==> src/vic_pkg.sv <==
// Package for the vectored interrupt controller.
// Assumes a 32-bit APB slave at 25 MHz; registers sit in the low byte.
package vic_pkg;

  // ***************************************************************
  // Register offsets (byte addresses)
  // ***************************************************************
  localparam logic [11:0] OFF_EDGE_SELECT = 12'h000;
  localparam logic [11:0] OFF_PRIMARY = 12'h004;
  localparam logic [11:0] OFF_GROUP_CTRL = 12'h008;
  localparam logic [11:0] OFF_GROUP0 = 12'h00C;
  localparam logic [11:0] OFF_GROUP1 = 12'h010;
  localparam logic [11:0] OFF_GROUP2 = 12'h014;
  localparam logic [11:0] OFF_GROUP3 = 12'h018;
  localparam logic [11:0] OFF_GROUP4 = 12'h01C;
  localparam logic [11:0] OFF_GROUP5 = 12'h020;
  localparam logic [11:0] OFF_STATUS = 12'h024;

  // ***************************************************************
  // Field layouts and reset values
  // ***************************************************************
  localparam int FLAG_LSB = 4;
  localparam logic [7:0] GROUP_MASK_2SRC = 8'h33;
  localparam logic [7:0] GROUP_MASK_3SRC = 8'h77;
  localparam logic [7:0] CTRL_MASK = 8'h77;
  localparam logic [7:0] EDGE_MASK = 8'h0F;
  localparam logic [7:0] PRIMARY_MASK = 8'h6D;
  localparam int PRI_GLOBAL_BIT = 0;
  localparam int PRI_PIN_A_EN_BIT = 2;
  localparam int PRI_PIN_B_EN_BIT = 3;
  localparam int PRI_PIN_A_FLAG_BIT = 5;
  localparam int PRI_PIN_B_FLAG_BIT = 6;
  localparam logic [7:0] RESET_BYTE = 8'h00;

  // Edge select encodings.
  localparam logic [1:0] EDGE_OFF = 2'h0;
  localparam logic [1:0] EDGE_RISE = 2'h1;
  localparam logic [1:0] EDGE_FALL = 2'h2;
  localparam logic [1:0] EDGE_BOTH = 2'h3;

  // Vector numbers: lower number wins.
  localparam logic [3:0] VEC_PIN_A = 4'h1;
  localparam logic [3:0] VEC_PIN_B = 4'h2;
  localparam logic [3:0] VEC_GROUP0 = 4'h3;
  localparam int NUM_GROUPS = 6;
  localparam int NUM_VEC = 8;
endpackage

==> src/vic_top.sv <==
// Vectored interrupt controller with APB register access.
// Assumes the core samples take_irq with the vector and pushes its pc
// only when stack_full is low; peripherals pulse their source events.
//
// Our own choices: the register addresses and register access over APB.
`timescale 1ns/100ps
module vic_top (
  input wire logic pclk,
  input wire logic presetn,
  input wire logic psel,
  input wire logic penable,
  input wire logic pwrite,
  input wire logic [11:0] paddr,
  input wire logic [31:0] pwdata,
  input wire logic [3:0] pstrb,
  output logic [31:0] prdata,
  output logic pready,
  output logic pslverr,
  input wire logic ext_irq_pin_a,
  input wire logic ext_irq_pin_b,
  input wire logic pull_high_a,
  input wire logic pull_high_b,
  output logic pull_high_a_out,
  output logic pull_high_b_out,
  input wire logic [1:0] ev_group0,
  input wire logic [1:0] ev_group1,
  input wire logic [1:0] ev_group2,
  input wire logic [2:0] ev_group3,
  input wire logic [2:0] ev_group4,
  input wire logic [1:0] ev_group5,
  input wire logic stack_full,
  input wire logic return_from_isr,
  input wire logic [12:0] pc_next,
  output logic take_irq,
  output logic [3:0] vector_num,
  output logic [12:0] pc_push,
  output logic pc_pop,
  output logic wake_up
);

  // ***************************************************************
  // Bus decode
  // ***************************************************************
  // Zero wait states; byte lane 0 must be strobed to change a register.
  wire bus_wr = psel & penable & pwrite & pstrb[0];
  wire bus_rd = psel & ~pwrite;
  wire sel_edge = (paddr == vic_pkg::OFF_EDGE_SELECT);
  wire sel_pri = (paddr == vic_pkg::OFF_PRIMARY);
  wire sel_ctrl = (paddr == vic_pkg::OFF_GROUP_CTRL);
  wire sel_stat = (paddr == vic_pkg::OFF_STATUS);
  wire [5:0] sel_grp;
  assign sel_grp[0] = (paddr == vic_pkg::OFF_GROUP0);
  assign sel_grp[1] = (paddr == vic_pkg::OFF_GROUP1);
  assign sel_grp[2] = (paddr == vic_pkg::OFF_GROUP2);
  assign sel_grp[3] = (paddr == vic_pkg::OFF_GROUP3);
  assign sel_grp[4] = (paddr == vic_pkg::OFF_GROUP4);
  assign sel_grp[5] = (paddr == vic_pkg::OFF_GROUP5);
  wire mapped = sel_edge | sel_pri | sel_ctrl | sel_stat | (|sel_grp);
  assign pready = 1'b1;
  assign pslverr = psel & penable & ~mapped;

  // ***************************************************************
  // Registers and state
  // ***************************************************************
  logic [7:0] edge_select_reg;
  logic [7:0] primary_reg;
  logic [7:0] ctrl_reg;
  logic [7:0] grp_reg [6];
  logic [1:0] pin_prev_reg;
  logic take_reg;
  logic [3:0] vec_reg;
  logic [12:0] pc_reg;
  logic pop_reg;
  logic wake_reg;

  // Mask of writable bits per group: groups 3 and 4 carry three sources.
  // Group register layouts.
  function automatic logic [7:0] grp_mask(input int g);
    grp_mask = (g == 3 || g == 4) ? vic_pkg::GROUP_MASK_3SRC :
                                    vic_pkg::GROUP_MASK_2SRC;
  endfunction

  // Source events placed at their flag bits.
  wire [7:0] ev_bits [6];
  assign ev_bits[0] = {2'h0, ev_group0, 4'h0};
  assign ev_bits[1] = {2'h0, ev_group1, 4'h0};
  assign ev_bits[2] = {2'h0, ev_group2, 4'h0};
  assign ev_bits[3] = {1'b0, ev_group3, 4'h0};
  assign ev_bits[4] = {1'b0, ev_group4, 4'h0};
  assign ev_bits[5] = {2'h0, ev_group5, 4'h0};

  // ***************************************************************
  // External pin edge detection
  // ***************************************************************
  // Edge select resets to off, so a pin held high at reset cannot fire.
  // Edge field decode.
  wire [1:0] pin_now = {ext_irq_pin_b, ext_irq_pin_a};
  wire [1:0] pin_hit;
  genvar p;
  generate
    for (p = 0; p < 2; p++) begin : g_pin
      wire [1:0] sel = edge_select_reg[2*p +: 2];
      wire rise = pin_now[p] & ~pin_prev_reg[p];
      wire fall = ~pin_now[p] & pin_prev_reg[p];
      assign pin_hit[p] = (sel == vic_pkg::EDGE_RISE && rise) ||
                          (sel == vic_pkg::EDGE_FALL && fall) ||
                          (sel == vic_pkg::EDGE_BOTH && (rise | fall));
    end
  endgenerate

  // Pull-high selection passes straight to the pad.
  assign pull_high_a_out = pull_high_a;
  assign pull_high_b_out = pull_high_b;

  // ***************************************************************
  // Request qualification and priority
  // ***************************************************************
  // A group has a source hit if any member source is both flagged and enabled.
  wire [5:0] grp_src_hit;
  genvar g;
  generate
    for (g = 0; g < 6; g++) begin : g_grp
      wire [7:0] src_mask = grp_mask(g);
      assign grp_src_hit[g] =
        |(grp_reg[g][6:4] & grp_reg[g][2:0] & src_mask[2:0]);
    end
  endgenerate
  // Groups 3 to 5 keep their group flags and enables in the control reg.
  wire [5:0] grp_flag = {ctrl_reg[6:4], 3'h0};
  wire [5:0] grp_en = {ctrl_reg[2:0], 3'h0};
  // Groups 0-2 flag/enable sit in primary bits the core owns elsewhere;
  // here the flags are kept in the status-side shadow below; the enables are held on.
  logic [2:0] low_flag_reg;
  logic [2:0] low_en_reg;
  wire [5:0] g_flag = grp_flag | {3'h0, low_flag_reg};
  wire [5:0] g_en = grp_en | {3'h0, low_en_reg};
  // Vector needs group flag, group enable and a source enable.
  wire [5:0] grp_req = g_flag & g_en & grp_src_hit;
  wire pin_a_req = primary_reg[vic_pkg::PRI_PIN_A_FLAG_BIT] &
                   primary_reg[vic_pkg::PRI_PIN_A_EN_BIT];
  wire pin_b_req = primary_reg[vic_pkg::PRI_PIN_B_FLAG_BIT] &
                   primary_reg[vic_pkg::PRI_PIN_B_EN_BIT];
  wire [7:0] req_vec = {grp_req, pin_b_req, pin_a_req};
  wire global_en = primary_reg[vic_pkg::PRI_GLOBAL_BIT];
  // Holding off while take_irq is high keeps one pick per entry pulse.
  // Global gate.
  wire can_take = global_en & ~stack_full & (|req_vec) & ~take_reg;

  logic [2:0] win_idx;
  always_comb begin
    win_idx = 3'h0;
    for (int i = vic_pkg::NUM_VEC - 1; i >= 0; i--) begin
      if (req_vec[i]) begin
        win_idx = 3'(i);
      end
    end
  end
  wire [3:0] win_vec = vic_pkg::VEC_PIN_A + {1'b0, win_idx};
  wire [7:0] win_onehot = can_take ? (8'h01 << win_idx) : 8'h00;

  // ***************************************************************
  // Register update
  // ***************************************************************
  // Hardware sets win over a same-cycle software clear throughout.
  // Events always set flags.
  // Flags record even with global enable low.
  wire [7:0] edge_next = (bus_wr && sel_edge) ?
                         (pwdata[7:0] & vic_pkg::EDGE_MASK) : edge_select_reg;
  wire [7:0] pri_wr = (bus_wr && sel_pri) ?
                      (pwdata[7:0] & vic_pkg::PRIMARY_MASK) : primary_reg;
  wire [7:0] pri_clr = {1'b0, ~win_onehot[1], ~win_onehot[0], 4'hF,
                        ~can_take};
  wire [7:0] primary_next = (pri_wr & pri_clr) |
                            {1'b0, pin_hit, 5'h00};
  wire [2:0] low_clr = win_onehot[4:2];
  wire [2:0] ctrl_clr = win_onehot[7:5];
  wire [7:0] ctrl_wr = (bus_wr && sel_ctrl) ?
                       (pwdata[7:0] & vic_pkg::CTRL_MASK) : ctrl_reg;
  wire [5:0] grp_set;
  generate
    for (g = 0; g < 6; g++) begin : g_set
      assign grp_set[g] = |ev_bits[g];
    end
  endgenerate
  // Control bits 7 and 3 stay zero.
  wire [7:0] ctrl_next = {1'b0, (ctrl_wr[6:4] & ~ctrl_clr) | grp_set[5:3],
                          1'b0, ctrl_wr[2:0]};

  always_ff @(posedge pclk or negedge presetn) begin
    if (!presetn) begin
      edge_select_reg <= vic_pkg::RESET_BYTE;
      primary_reg <= vic_pkg::RESET_BYTE;
      ctrl_reg <= vic_pkg::RESET_BYTE;
      pin_prev_reg <= 2'h0;
      low_flag_reg <= 3'h0;
      low_en_reg <= 3'h0;
    end else begin
      edge_select_reg <= edge_next;
      primary_reg <= primary_next;
      ctrl_reg <= ctrl_next;
      pin_prev_reg <= pin_now;
      low_flag_reg <= (low_flag_reg & ~low_clr) | grp_set[2:0];
      low_en_reg <= 3'h7;
    end
  end

  // Source flags only cleared by software writes.
  generate
    for (g = 0; g < 6; g++) begin : g_src
      wire [7:0] wr_val = (bus_wr && sel_grp[g]) ?
                          (pwdata[7:0] & grp_mask(g)) : grp_reg[g];
      always_ff @(posedge pclk or negedge presetn) begin
        if (!presetn) begin
          grp_reg[g] <= vic_pkg::RESET_BYTE;
        end else begin
          grp_reg[g] <= wr_val | ev_bits[g];
        end
      end
    end
  endgenerate

  // ***************************************************************
  // Core handshake
  // ***************************************************************
  // Push pc and present the vector.
  // Wake on any flag newly set by a source event or pin edge.
  wire any_set = (|grp_set) | (|pin_hit);
  always_ff @(posedge pclk or negedge presetn) begin
    if (!presetn) begin
      take_reg <= 1'b0;
      vec_reg <= 4'h0;
      pc_reg <= 13'h0000;
      pop_reg <= 1'b0;
      wake_reg <= 1'b0;
    end else begin
      take_reg <= can_take;
      vec_reg <= can_take ? win_vec : vec_reg;
      pc_reg <= can_take ? pc_next : pc_reg;
      pop_reg <= return_from_isr;
      wake_reg <= any_set;
    end
  end
  assign take_irq = take_reg;
  assign vector_num = vec_reg;
  assign pc_push = pc_reg;
  assign pc_pop = pop_reg;
  assign wake_up = wake_reg;

  // ***************************************************************
  // Read mux
  // ***************************************************************
  logic [7:0] rd_byte;
  always_comb begin
    rd_byte = 8'h00;
    if (sel_edge) rd_byte = edge_select_reg;
    if (sel_pri) rd_byte = primary_reg;
    if (sel_ctrl) rd_byte = ctrl_reg;
    if (sel_stat) rd_byte = {1'b0, low_flag_reg, 1'b0, vec_reg[2:0]};
    for (int i = 0; i < vic_pkg::NUM_GROUPS; i++) begin
      if (sel_grp[i]) rd_byte = grp_reg[i];
    end
  end
  always_ff @(posedge pclk or negedge presetn) begin
    if (!presetn) begin
      prdata <= 32'h0000_0000;
    end else if (bus_rd && !penable) begin
      prdata <= {24'h00_0000, rd_byte};
    end
  end
endmodule

==> config.mk <==
export PLATFORM = sky130hd
export DESIGN_NAME = vic_top
export DESIGN_NICKNAME = d
export VERILOG_FILES = /design/src/vic_pkg.sv /design/src/vic_top.sv
export SDC_FILE = /design/constraint.sdc
export NUM_CORES = 1
export LEC_CHECK = 0
export BUFFER_PORTS_ARGS = -buffer_cell sky130_fd_sc_hd__buf_4
export CORE_MARGIN = 2
export CORE_UTILIZATION = 45
export DETAILED_ROUTE_END_ITERATION = 16
export GPL_ROUTABILITY_DRIVEN = 0
export PLACE_DENSITY_LB_ADDON = 0.08
export SKIP_CTS_REPAIR_TIMING = 1
export SLEW_MARGIN = 10
export SYNTH_ARGS = -nofsm -noshare
export SYNTH_HDL_FRONTEND = slang
export SYNTH_SLANG_ARGS = --single-unit
==> constraint.sdc <==
create_clock -name pclk -period 2 [get_ports pclk]
set_input_delay 0.4 -clock pclk [delete_from_list [all_inputs] [get_ports pclk]]
set_output_delay 0.4 -clock pclk [all_outputs]
set_load 0.02 [all_outputs]
**After elaboration in Yosys (flattened, before gate mapping)**

Cells that the tools add are included.

- Register bits after elaboration: 100
- Input port bits: 86
- Output and inout port bits: 56
- Word-level logic and storage cells: 157

- Add/subtract/negate cells: 1
- Eq/ne operators: 15
- Shifts and indexed selects: 1
- Muxes and demuxes: 27
- Bitwise logic cells: 56
- Reductions and logical operators: 38

Operators by type and width:

| kind | number |
|---|---|
| $mux W8 | 17 |
| $eq A12 B5 Y1 const B | 4 |
| $or A8 B6 Y8 | 4 |
| $eq A12 B4 Y1 const B | 2 |
| $eq A12 B6 Y1 const B | 2 |
| $mux W3 | 8 |
| $or A8 B7 Y8 | 3 |
| $reduce_or A2 Y1 | 9 |
| $logic_and A1 B1 Y1 | 16 |
| $and A1 B1 Y1 | 14 |
| $reduce_or A14 Y1 | 1 |
| $and A3 B3 Y3 | 4 |
| $and A6 B6 Y6 | 2 |
| $eq A12 B3 Y1 const B | 1 |
| $logic_not A12 Y1 | 1 |
| $or A6 B3 Y6 | 2 |
| $reduce_or A3 Y1 | 4 |
| $not A1 Y1 | 11 |
| $and A2 B2 Y2 | 4 |
| $and A8 B7 Y8 | 1 |
| $eq A2 B2 Y1 const B | 4 |
| $reduce_or A8 Y1 | 1 |
| $shl A1 B3 Y8 const A | 1 |
| $mux W7 | 1 |
| other kinds (9) | 21 |

**Logic depth before layout (Yosys ltp)**

Gate-level depths: netlist of run 1.

- Word-level depth: 16
- Depth in mapped cells: 9
- Mapped depth without buffers: 9

**Worst setup path before layout of run 1**

No wires, ideal clock.

- Path kind: register to register
- From: register grp_reg[20] in the netlist's numbering
- To: register vec_reg[2] (netlist: vector_num[2])
- Arrival: 1.961 ns
- Required time: 1.875 ns
- Path slack: -0.085 ns
- Stages on the path, launching flop included: 9
- Period minus slack after synthesis: 2.085 ns
- Path through: dfrtp_1 a222oi_1 nor2_1 a31oi_1 a21o_1 inv_1 ha_1 ha_1 mux2_2

- Longest elaborated chain between the ends: 10
- Elaborated cells between the ends (all ways): 13
- Classes of those cells: add/sub (1); mux (6); bitwise (4); reduce/logical (2)

RTL lines:

| element | line | source |
|---|---|---|
| from (decl) | vic_top.sv:68 | `logic [7:0] grp_reg [6];` |
| from (signal, indexed assignment) | vic_top.sv:214 | `grp_reg[g] <= vic_pkg::RESET_BYTE;` |
| from (signal, indexed assignment) | vic_top.sv:216 | `grp_reg[g] <= wr_val \| ev_bits[g];` |
| $and A3 B3 Y3 | vic_top.sv:125 | `\|(grp_reg[g][6:4] & grp_reg[g][2:0] & src_mask[2:0]);` |
| $reduce_or A3 Y1 | vic_top.sv:125 |  |
| $and A6 B6 Y6 | vic_top.sv:138 | `wire [5:0] grp_req = g_flag & g_en & grp_src_hit;` |
| $mux W3 (6 in series) | vic_top.sv:153 | `if (req_vec[i]) begin` |
| $add A1 B3 Y4 | vic_top.sv:158 | `wire [3:0] win_vec = vic_pkg::VEC_PIN_A + {1'b0, win_idx};` |
| via win_vec[2] | vic_top.sv:158 |  |
| to (signal assigned) | vic_top.sv:237 | `vec_reg <= can_take ? win_vec : vec_reg;` |
| to (decl) | vic_top.sv:71 | `logic [3:0] vec_reg;` |

The timed path passes the listed nets, and every way through them passes these cells.
A chain may end at the register's enable or synchronous reset.

**Final worst setup path of run 1**

- From: register grp_reg[8] in the netlist's numbering
- To: register vec_reg[2] (netlist: vector_num[2])

- Longest elaborated chain between the ends: 11
- Elaborated cells between the ends (all ways): 14
- Classes of those cells: add/sub (1); mux (7); bitwise (4); reduce/logical (2)

RTL lines:

| element | line |
|---|---|
| $and A3 B3 Y3 | vic_top.sv:125 |
| $reduce_or A3 Y1 | vic_top.sv:125 |
| $and A6 B6 Y6 | vic_top.sv:138 |
| $mux W3 (7 in series) | vic_top.sv:153 |
| $add A1 B3 Y4 | vic_top.sv:158 |
| via win_vec[2] | vic_top.sv:158 |

The timed path passes the listed nets, and every way through them passes these cells.

==> flow_summary.ini, run 1 <==
[worst_setup_path]
crit_type = register to register
slowest_delay_ps = 390
cp_cell_sequence = a222oi_1 -> buf_4 -> or2_4 -> a31oi_4 -> a21o_1 -> inv_2 -> ha_4 -> ha_4 -> mux2_4
crit_top_cell = ha_4
slowest_stage = dfrtp_1
critPathArrivalTime_ps = 2430
path_max_fanout = 2
critPathRequiredTime_ps = 2250
critical_path.endpoint_type = register
crit_path_start_kind = register
reg2reg_setup_slack_ps = -170
timing.critical_path.max_delay_family = compound AO/OA/AOI/OAI gates
cp_num_buf_inv = 2

[grt]
grt_pass1_vias = 3816
grt_overflow = 0
grt_pass1_wl_um = 20100
busiest_layer = met2
use_met3_pct = 3.63
grtUsageMet1_pct = 36.7
grt_max_degree = 35
gr-usage-all-layers_pct = 25.7
grtUsageMet2_pct = 39.7
antenna_found_initial = 0

[floorplanning]
initial_core_util_pct = 46.5
die_w_um = 102
io_pins = 142
core_um2 = 9280
die_area_um2 = 10400
fp-row-count = 35
die_h_um = 102

[yosys]
ys_seq_area_share_pct = 44.0
synth_cells = 428
synth_seq_cells = 76
synth_edf_count = 0
synth.distinct_cells = 57
async_flop_share_pct = 100
netlist_area_um2 = 4320
ys.flop_type = dfrtp_1
synth_warnings = 0
postSynthAreaPerCell_um2 = 10.1

[sta]
max_freq_mhz = 460
period_minus_slack_ps = 2170
finalHoldViolCount = 0
setup_violations = 25
finClkSkew_ps = 11.4
fin_crit_sh_pct = 109
rsz0062_at_grt = true
worst_slack_ps = -175
slew_violations = 0

[detailed_routing]
drt_iter0_drc = 208
postRouteAntennaNets = 0
first_pass_iters = 5
drcViolationCount = 0
wirelength_um = 12900
vias_per_cell = 5.43
vias = 3976
wl_per_cell_um = 17.7

[clock_tree]
cts_tree = yes
clock_latency_ps = 360
clock-sinks = 76
h-tree-depth = 3
cts_buffers = 9
clk_pin_slew_ps = 80
clk_path_buf_depth = 2
cts_root_buffer = clkbuf_8

[power]
total_power_w = 0.00325
power_density_nw_per_um2 = 532
switching_share_pct = 25.9
intPower_w = 0.00241
p_sw_w = 0.000842
peakVddDrop_uv = 365
seqPwrFrac_pct = 47.8
combPwrFrac_pct = 11.4
p_leak_nw = 2.85
power_frac_clock_pct = 40.8

[layout]
area_growth_pct = 41.4
fin_area_um2 = 6110
nets = 693
antenna_cells = 0
largest_reg_flops = 28
layout-drive-gt1-share_pct = 43.6
nFillCells = 766

[run_status]
violations = setup timing
status = finished, violations left

[place]
place.port_buffers = 83
dpl.hpwl_um = 9700
dpl_cell_area_um2 = 5620

[flow_run]
max_cap_viol_count = 0

[hold_path]
hold_class = primary input to register
[layer usage]
metal,share of wire (%),up-vias
li1,-,1853
met1,45,1932
met2,47,169
met3,5.7,22
met4,2.3,0
met5,0,-
[power by group through the flow]
stage | registers [W] | logic [W] | clock network (W)
6_report | 0.00155 | 0.000371 | 0.00133
5_1_grt | 0.00156 | 0.000408 | 0.00141
4_1_cts | 0.00155 | 0.000367 | 0.00135
3_5_place_dp | 0.00158 | 0.000365 | 0
3_3_place_gp | 0.00158 | 0.000361 | 0
2_1_floorplan | 0.00159 | 0.000183 | 0
[cells in the mapped netlist (4+ instances only)]
cell type	n	area share, %
a221oi_1	4	0.81
a211o_1	5	1.0
a22oi_1	4	0.70
o21ai_0	30	3.5
nor2_1	34	3.0
dfrtp_1	76	44
nor2b_1	7	1.0
and2_1	8	1.2
nand3_1	7	0.81
nand3b_1	11	1.9
a21oi_1	11	1.3
and4_1	4	0.81
nand2_1	34	3.0
nand4_1	5	0.72
nor3_1	6	0.70
inv_1	11	0.96
buf_4	28	4.9
mux2i_1	8	1.9
ha_1	9	2.6
clkbuf_1	11	0.96
buf_2	4	0.46
a22o_1	4	0.81
o221ai_1	4	0.81
nor3b_1	5	0.87
mux2_2	37	9.6
[cell type report]
| type | instances | area (um2) | area share, % |
|---|---|---|---|
| timing repair buffer | 177 | 1390 | 22.8 |
| tap | 129 | 161 | 2.64 |
| clock inverter | 5 | 85.1 | 1.39 |
| sequential | 76 | 1900 | 31.1 |
| clock buffer | 11 | 131 | 2.15 |
| multi-input combinational | 323 | 2390 | 39.2 |
| inverter | 11 | 41.3 | 0.676 |
[placed cells by master (no fill, tap or decap), types with 3 or more instances in the layout]
master,instances
nand2b_1,3
a211o_1,5
o21ai_1,4
and3b_1,3
a21o_1,3
mux2_2,36
o21ai_0,25
a21oi_1,11
buf_6,5
nor2b_1,7
o221ai_1,4
clkbuf_8,9
and2_4,3
conb_1,27
buf_4,168
a22o_1,4
mux2_4,3
inv_1,10
nand4_1,5
nand3b_1,11
and4_1,4
nor3b_1,5
nand3_1,6
ha_1,5
nor2_1,30
a221oi_1,4
dfrtp_1,76
a22oi_1,3
nor4_1,3
nor3_1,5
nor2_4,3
ha_4,4
mux2i_1,8
and2_1,6
a222oi_1,3
nand2_1,32
o211ai_1,3
[metrics by stage]
step	util [%]	TNS, ps	instances	hold WS, ps	setup slack (ps)
global route	65.8	-3540	732	121	-264
CTS	62.8	-3110	723	-40.3	-276
floorplan	-	-27.5	453	104	-27.5
global placement	60.5	-3240	707	358	-199
detailed placement	60.5	-2910	707	351	-232
finish	65.8	-1690	732	138	-175
[worst reg2reg max path: cells and delay by family, from the launching register on]
kind / cells / cell delay (ps)
adders and majority gates: 2 / 330
buffers and inverters: 2 / 290
and+or+nand+nor: 1 / 120
AOI/OAI and AO/OA: 3 / 690
DFF: 1 / 390
muxes: 1 / 250
[worst paths after layout]
path | endpoint | cells past startpoint | from
worst max-delay path | vector_num[2] | 9 | grp_reg[8]
worst min-delay path | pc_pop | 1 | return_from_isr
worst max register to register | vector_num[2] | 9 | grp_reg[8]
worst min register to register | prdata[1] | 2 | prdata[1]
max in group asynchronous | grp_reg[24] | 3 | presetn
min in group asynchronous | grp_reg[41] | 2 | presetn
[kinds of logic (layout without fill, tap and decap cells)]
logic type	Yosys count	after routing	share of synthesized area [%]
and+or+nand+nor	146	146	18.7
adders and majority gates	9	9	2.61
buffers and inverters	54	204	7.24
other	2	27	0.174
DFF	76	76	44.0
muxes	47	47	12.2
AOI/OAI and AO/OA	94	94	15.1
Note: power is estimated with default switching activity, not from simulation.
==> run 2, diff against run 1 <==
--- a/config.mk
+++ b/config.mk
@@ -12,6 +12,7 @@
 export GPL_ROUTABILITY_DRIVEN = 0
 export PLACE_DENSITY_LB_ADDON = 0.08
 export SKIP_CTS_REPAIR_TIMING = 1
+export SKIP_LAST_GASP = 1
 export SLEW_MARGIN = 10
 export SYNTH_ARGS = -nofsm -noshare
 export SYNTH_HDL_FRONTEND = slang
==> flow_summary.ini, run 2 (synthesis gave the netlist of run 1 again) <==
[clock_tree]
cts_buffers = 9
clk_path_buf_depth = 2
h-tree-depth = 3
cts_root_buffer = clkbuf_8
cts_tree = yes
clock-sinks = 76
clk_pin_slew_ps = 80
clock_latency_ps = 370

[power]
combPwrFrac_pct = 11.4
seqPwrFrac_pct = 47.8
intPower_w = 0.00241
power_density_nw_per_um2 = 533
p_leak_nw = 2.85
peakVddDrop_uv = 365
power_frac_clock_pct = 40.8
p_sw_w = 0.000844
total_power_w = 0.00325
switching_share_pct = 25.9

[run_status]
status = finished, violations left
violations = setup timing

[hold_path]
hold_path_depth = 1
hold_class = primary input to register

[worst_setup_path]
path_max_fanout = 2
crit_path_start_kind = register
critical_path.endpoint_type = register
critPathRequiredTime_ps = 2250
critPathArrivalTime_ps = 2430
rr_worst_depth = 9
crit_type = register to register

[sta]
worst_slack_ps = -179
finalHoldViolCount = 0
rsz0062_at_grt = true
whs_ps = 136
period_minus_slack_ps = 2180
max_freq_mhz = 459
fin_crit_sh_pct = 109
finClkSkew_ps = 11.2
setup_violations = 25
slew_violations = 0

[layout]
largest_reg_flops = 28
final_cell_mix = buf_4, dfrtp_1, mux2_2
layout-drive-gt1-share_pct = 43.6
fin_util_pct = 65.8
fin_area_um2 = 6100
antenna_cells = 0
final_common_cell = buf_4
nets = 693
area_growth_pct = 41.3

[detailed_routing]
vias = 3957
drt_iter0_drc = 215
drcViolationCount = 0
wl_per_cell_um = 17.7
vias_per_cell = 5.41
postRouteAntennaNets = 0
first_pass_iters = 5
wirelength_um = 12900

[grt]
busiest_layer = met2
grt_overflow = 0
grtUsageMet2_pct = 39.7
grt_max_degree = 35
gr-usage-all-layers_pct = 25.7
grt_pass1_vias = 3816
antenna_found_initial = 0
grtUsageMet1_pct = 36.7
grt_pass1_wl_um = 20100
use_met3_pct = 3.63

[floorplanning]
die_h_um = 102
die_area_um2 = 10400
fp-row-count = 35
die_w_um = 102
initial_core_util_pct = 46.5
io_pins = 142
core_um2 = 9280

[flow_run]
max_cap_viol_count = 0

[place]
dpl_cell_area_um2 = 5620
place.port_buffers = 83
dpl.hpwl_um = 9700
pre_cts_ws_ps = -232
## run 2: changes by cell type in the layout (fill, tap and decap cells not counted)
| cell | before | now |
|---|---|---|
| buf_4 | 168 | 169 |
| buf_6 | 5 | 4 |
## run 2: path summary, 6_finish.rpt
path | startpoint | to | slack [ps]
min | return_from_isr | pc_pop | 140
max in group asynchronous | presetn | grp_reg[24] | 910
min in group asynchronous | presetn | grp_reg[41] | 500
min reg2reg | prdata[1] | prdata[1] | 480
max reg2reg | grp_reg[20] | vector_num[2] | -180
max | grp_reg[20] | vector_num[2] | -180
## run 2: cell type report
type	instances	area (um2)
Sequential cell	76	1900
Multi-Input combinational cell	323	2390
Tap cell	129	161
Timing Repair Buffer	177	1390
Fill cell	767	3180
Inverter	11	41.3
Clock buffer	11	131
Clock inverter	5	85.1
## run 2: worst max-delay path, cell delays in order, from the launching register on
cell	delay, ps
dfrtp_1	390
a222oi_1	350
buf_4	210
a2bb2oi_4	150
and2_4	170
nor2_4	40
nor2_4	160
ha_4	160
ha_4	180
mux2_4	250
## run 2: routing by layer
layer	wire, um	part of all wire (%)	vias to the layer above
li1	-	-	1848
met1	5720	44	1922
met2	6060	47	162
met3	835	6.5	25
met4	309	2.4	0
met5	0	0	-
## run 2: per-stage QoR
stage / TNS [ps] / std cells
final: -1590 / 732
after global routing: -3520 / 732
after CTS: -3110 / 723
after detailed placement: -2910 / 707
after global placement: -3240 / 707
after floorplan: -27.5 / 453
## run 2: power by group through the flow
stage,Clock (W),Sequential [W],Combinational (W)
2_1_floorplan,0,0.00159,0.000183
3_3_place_gp,0,0.00158,0.000361
3_5_place_dp,0,0.00158,0.000365
4_1_cts,0.00135,0.00155,0.000367
5_1_grt,0.00141,0.00156,0.000408
6_report,0.00133,0.00155,0.000371
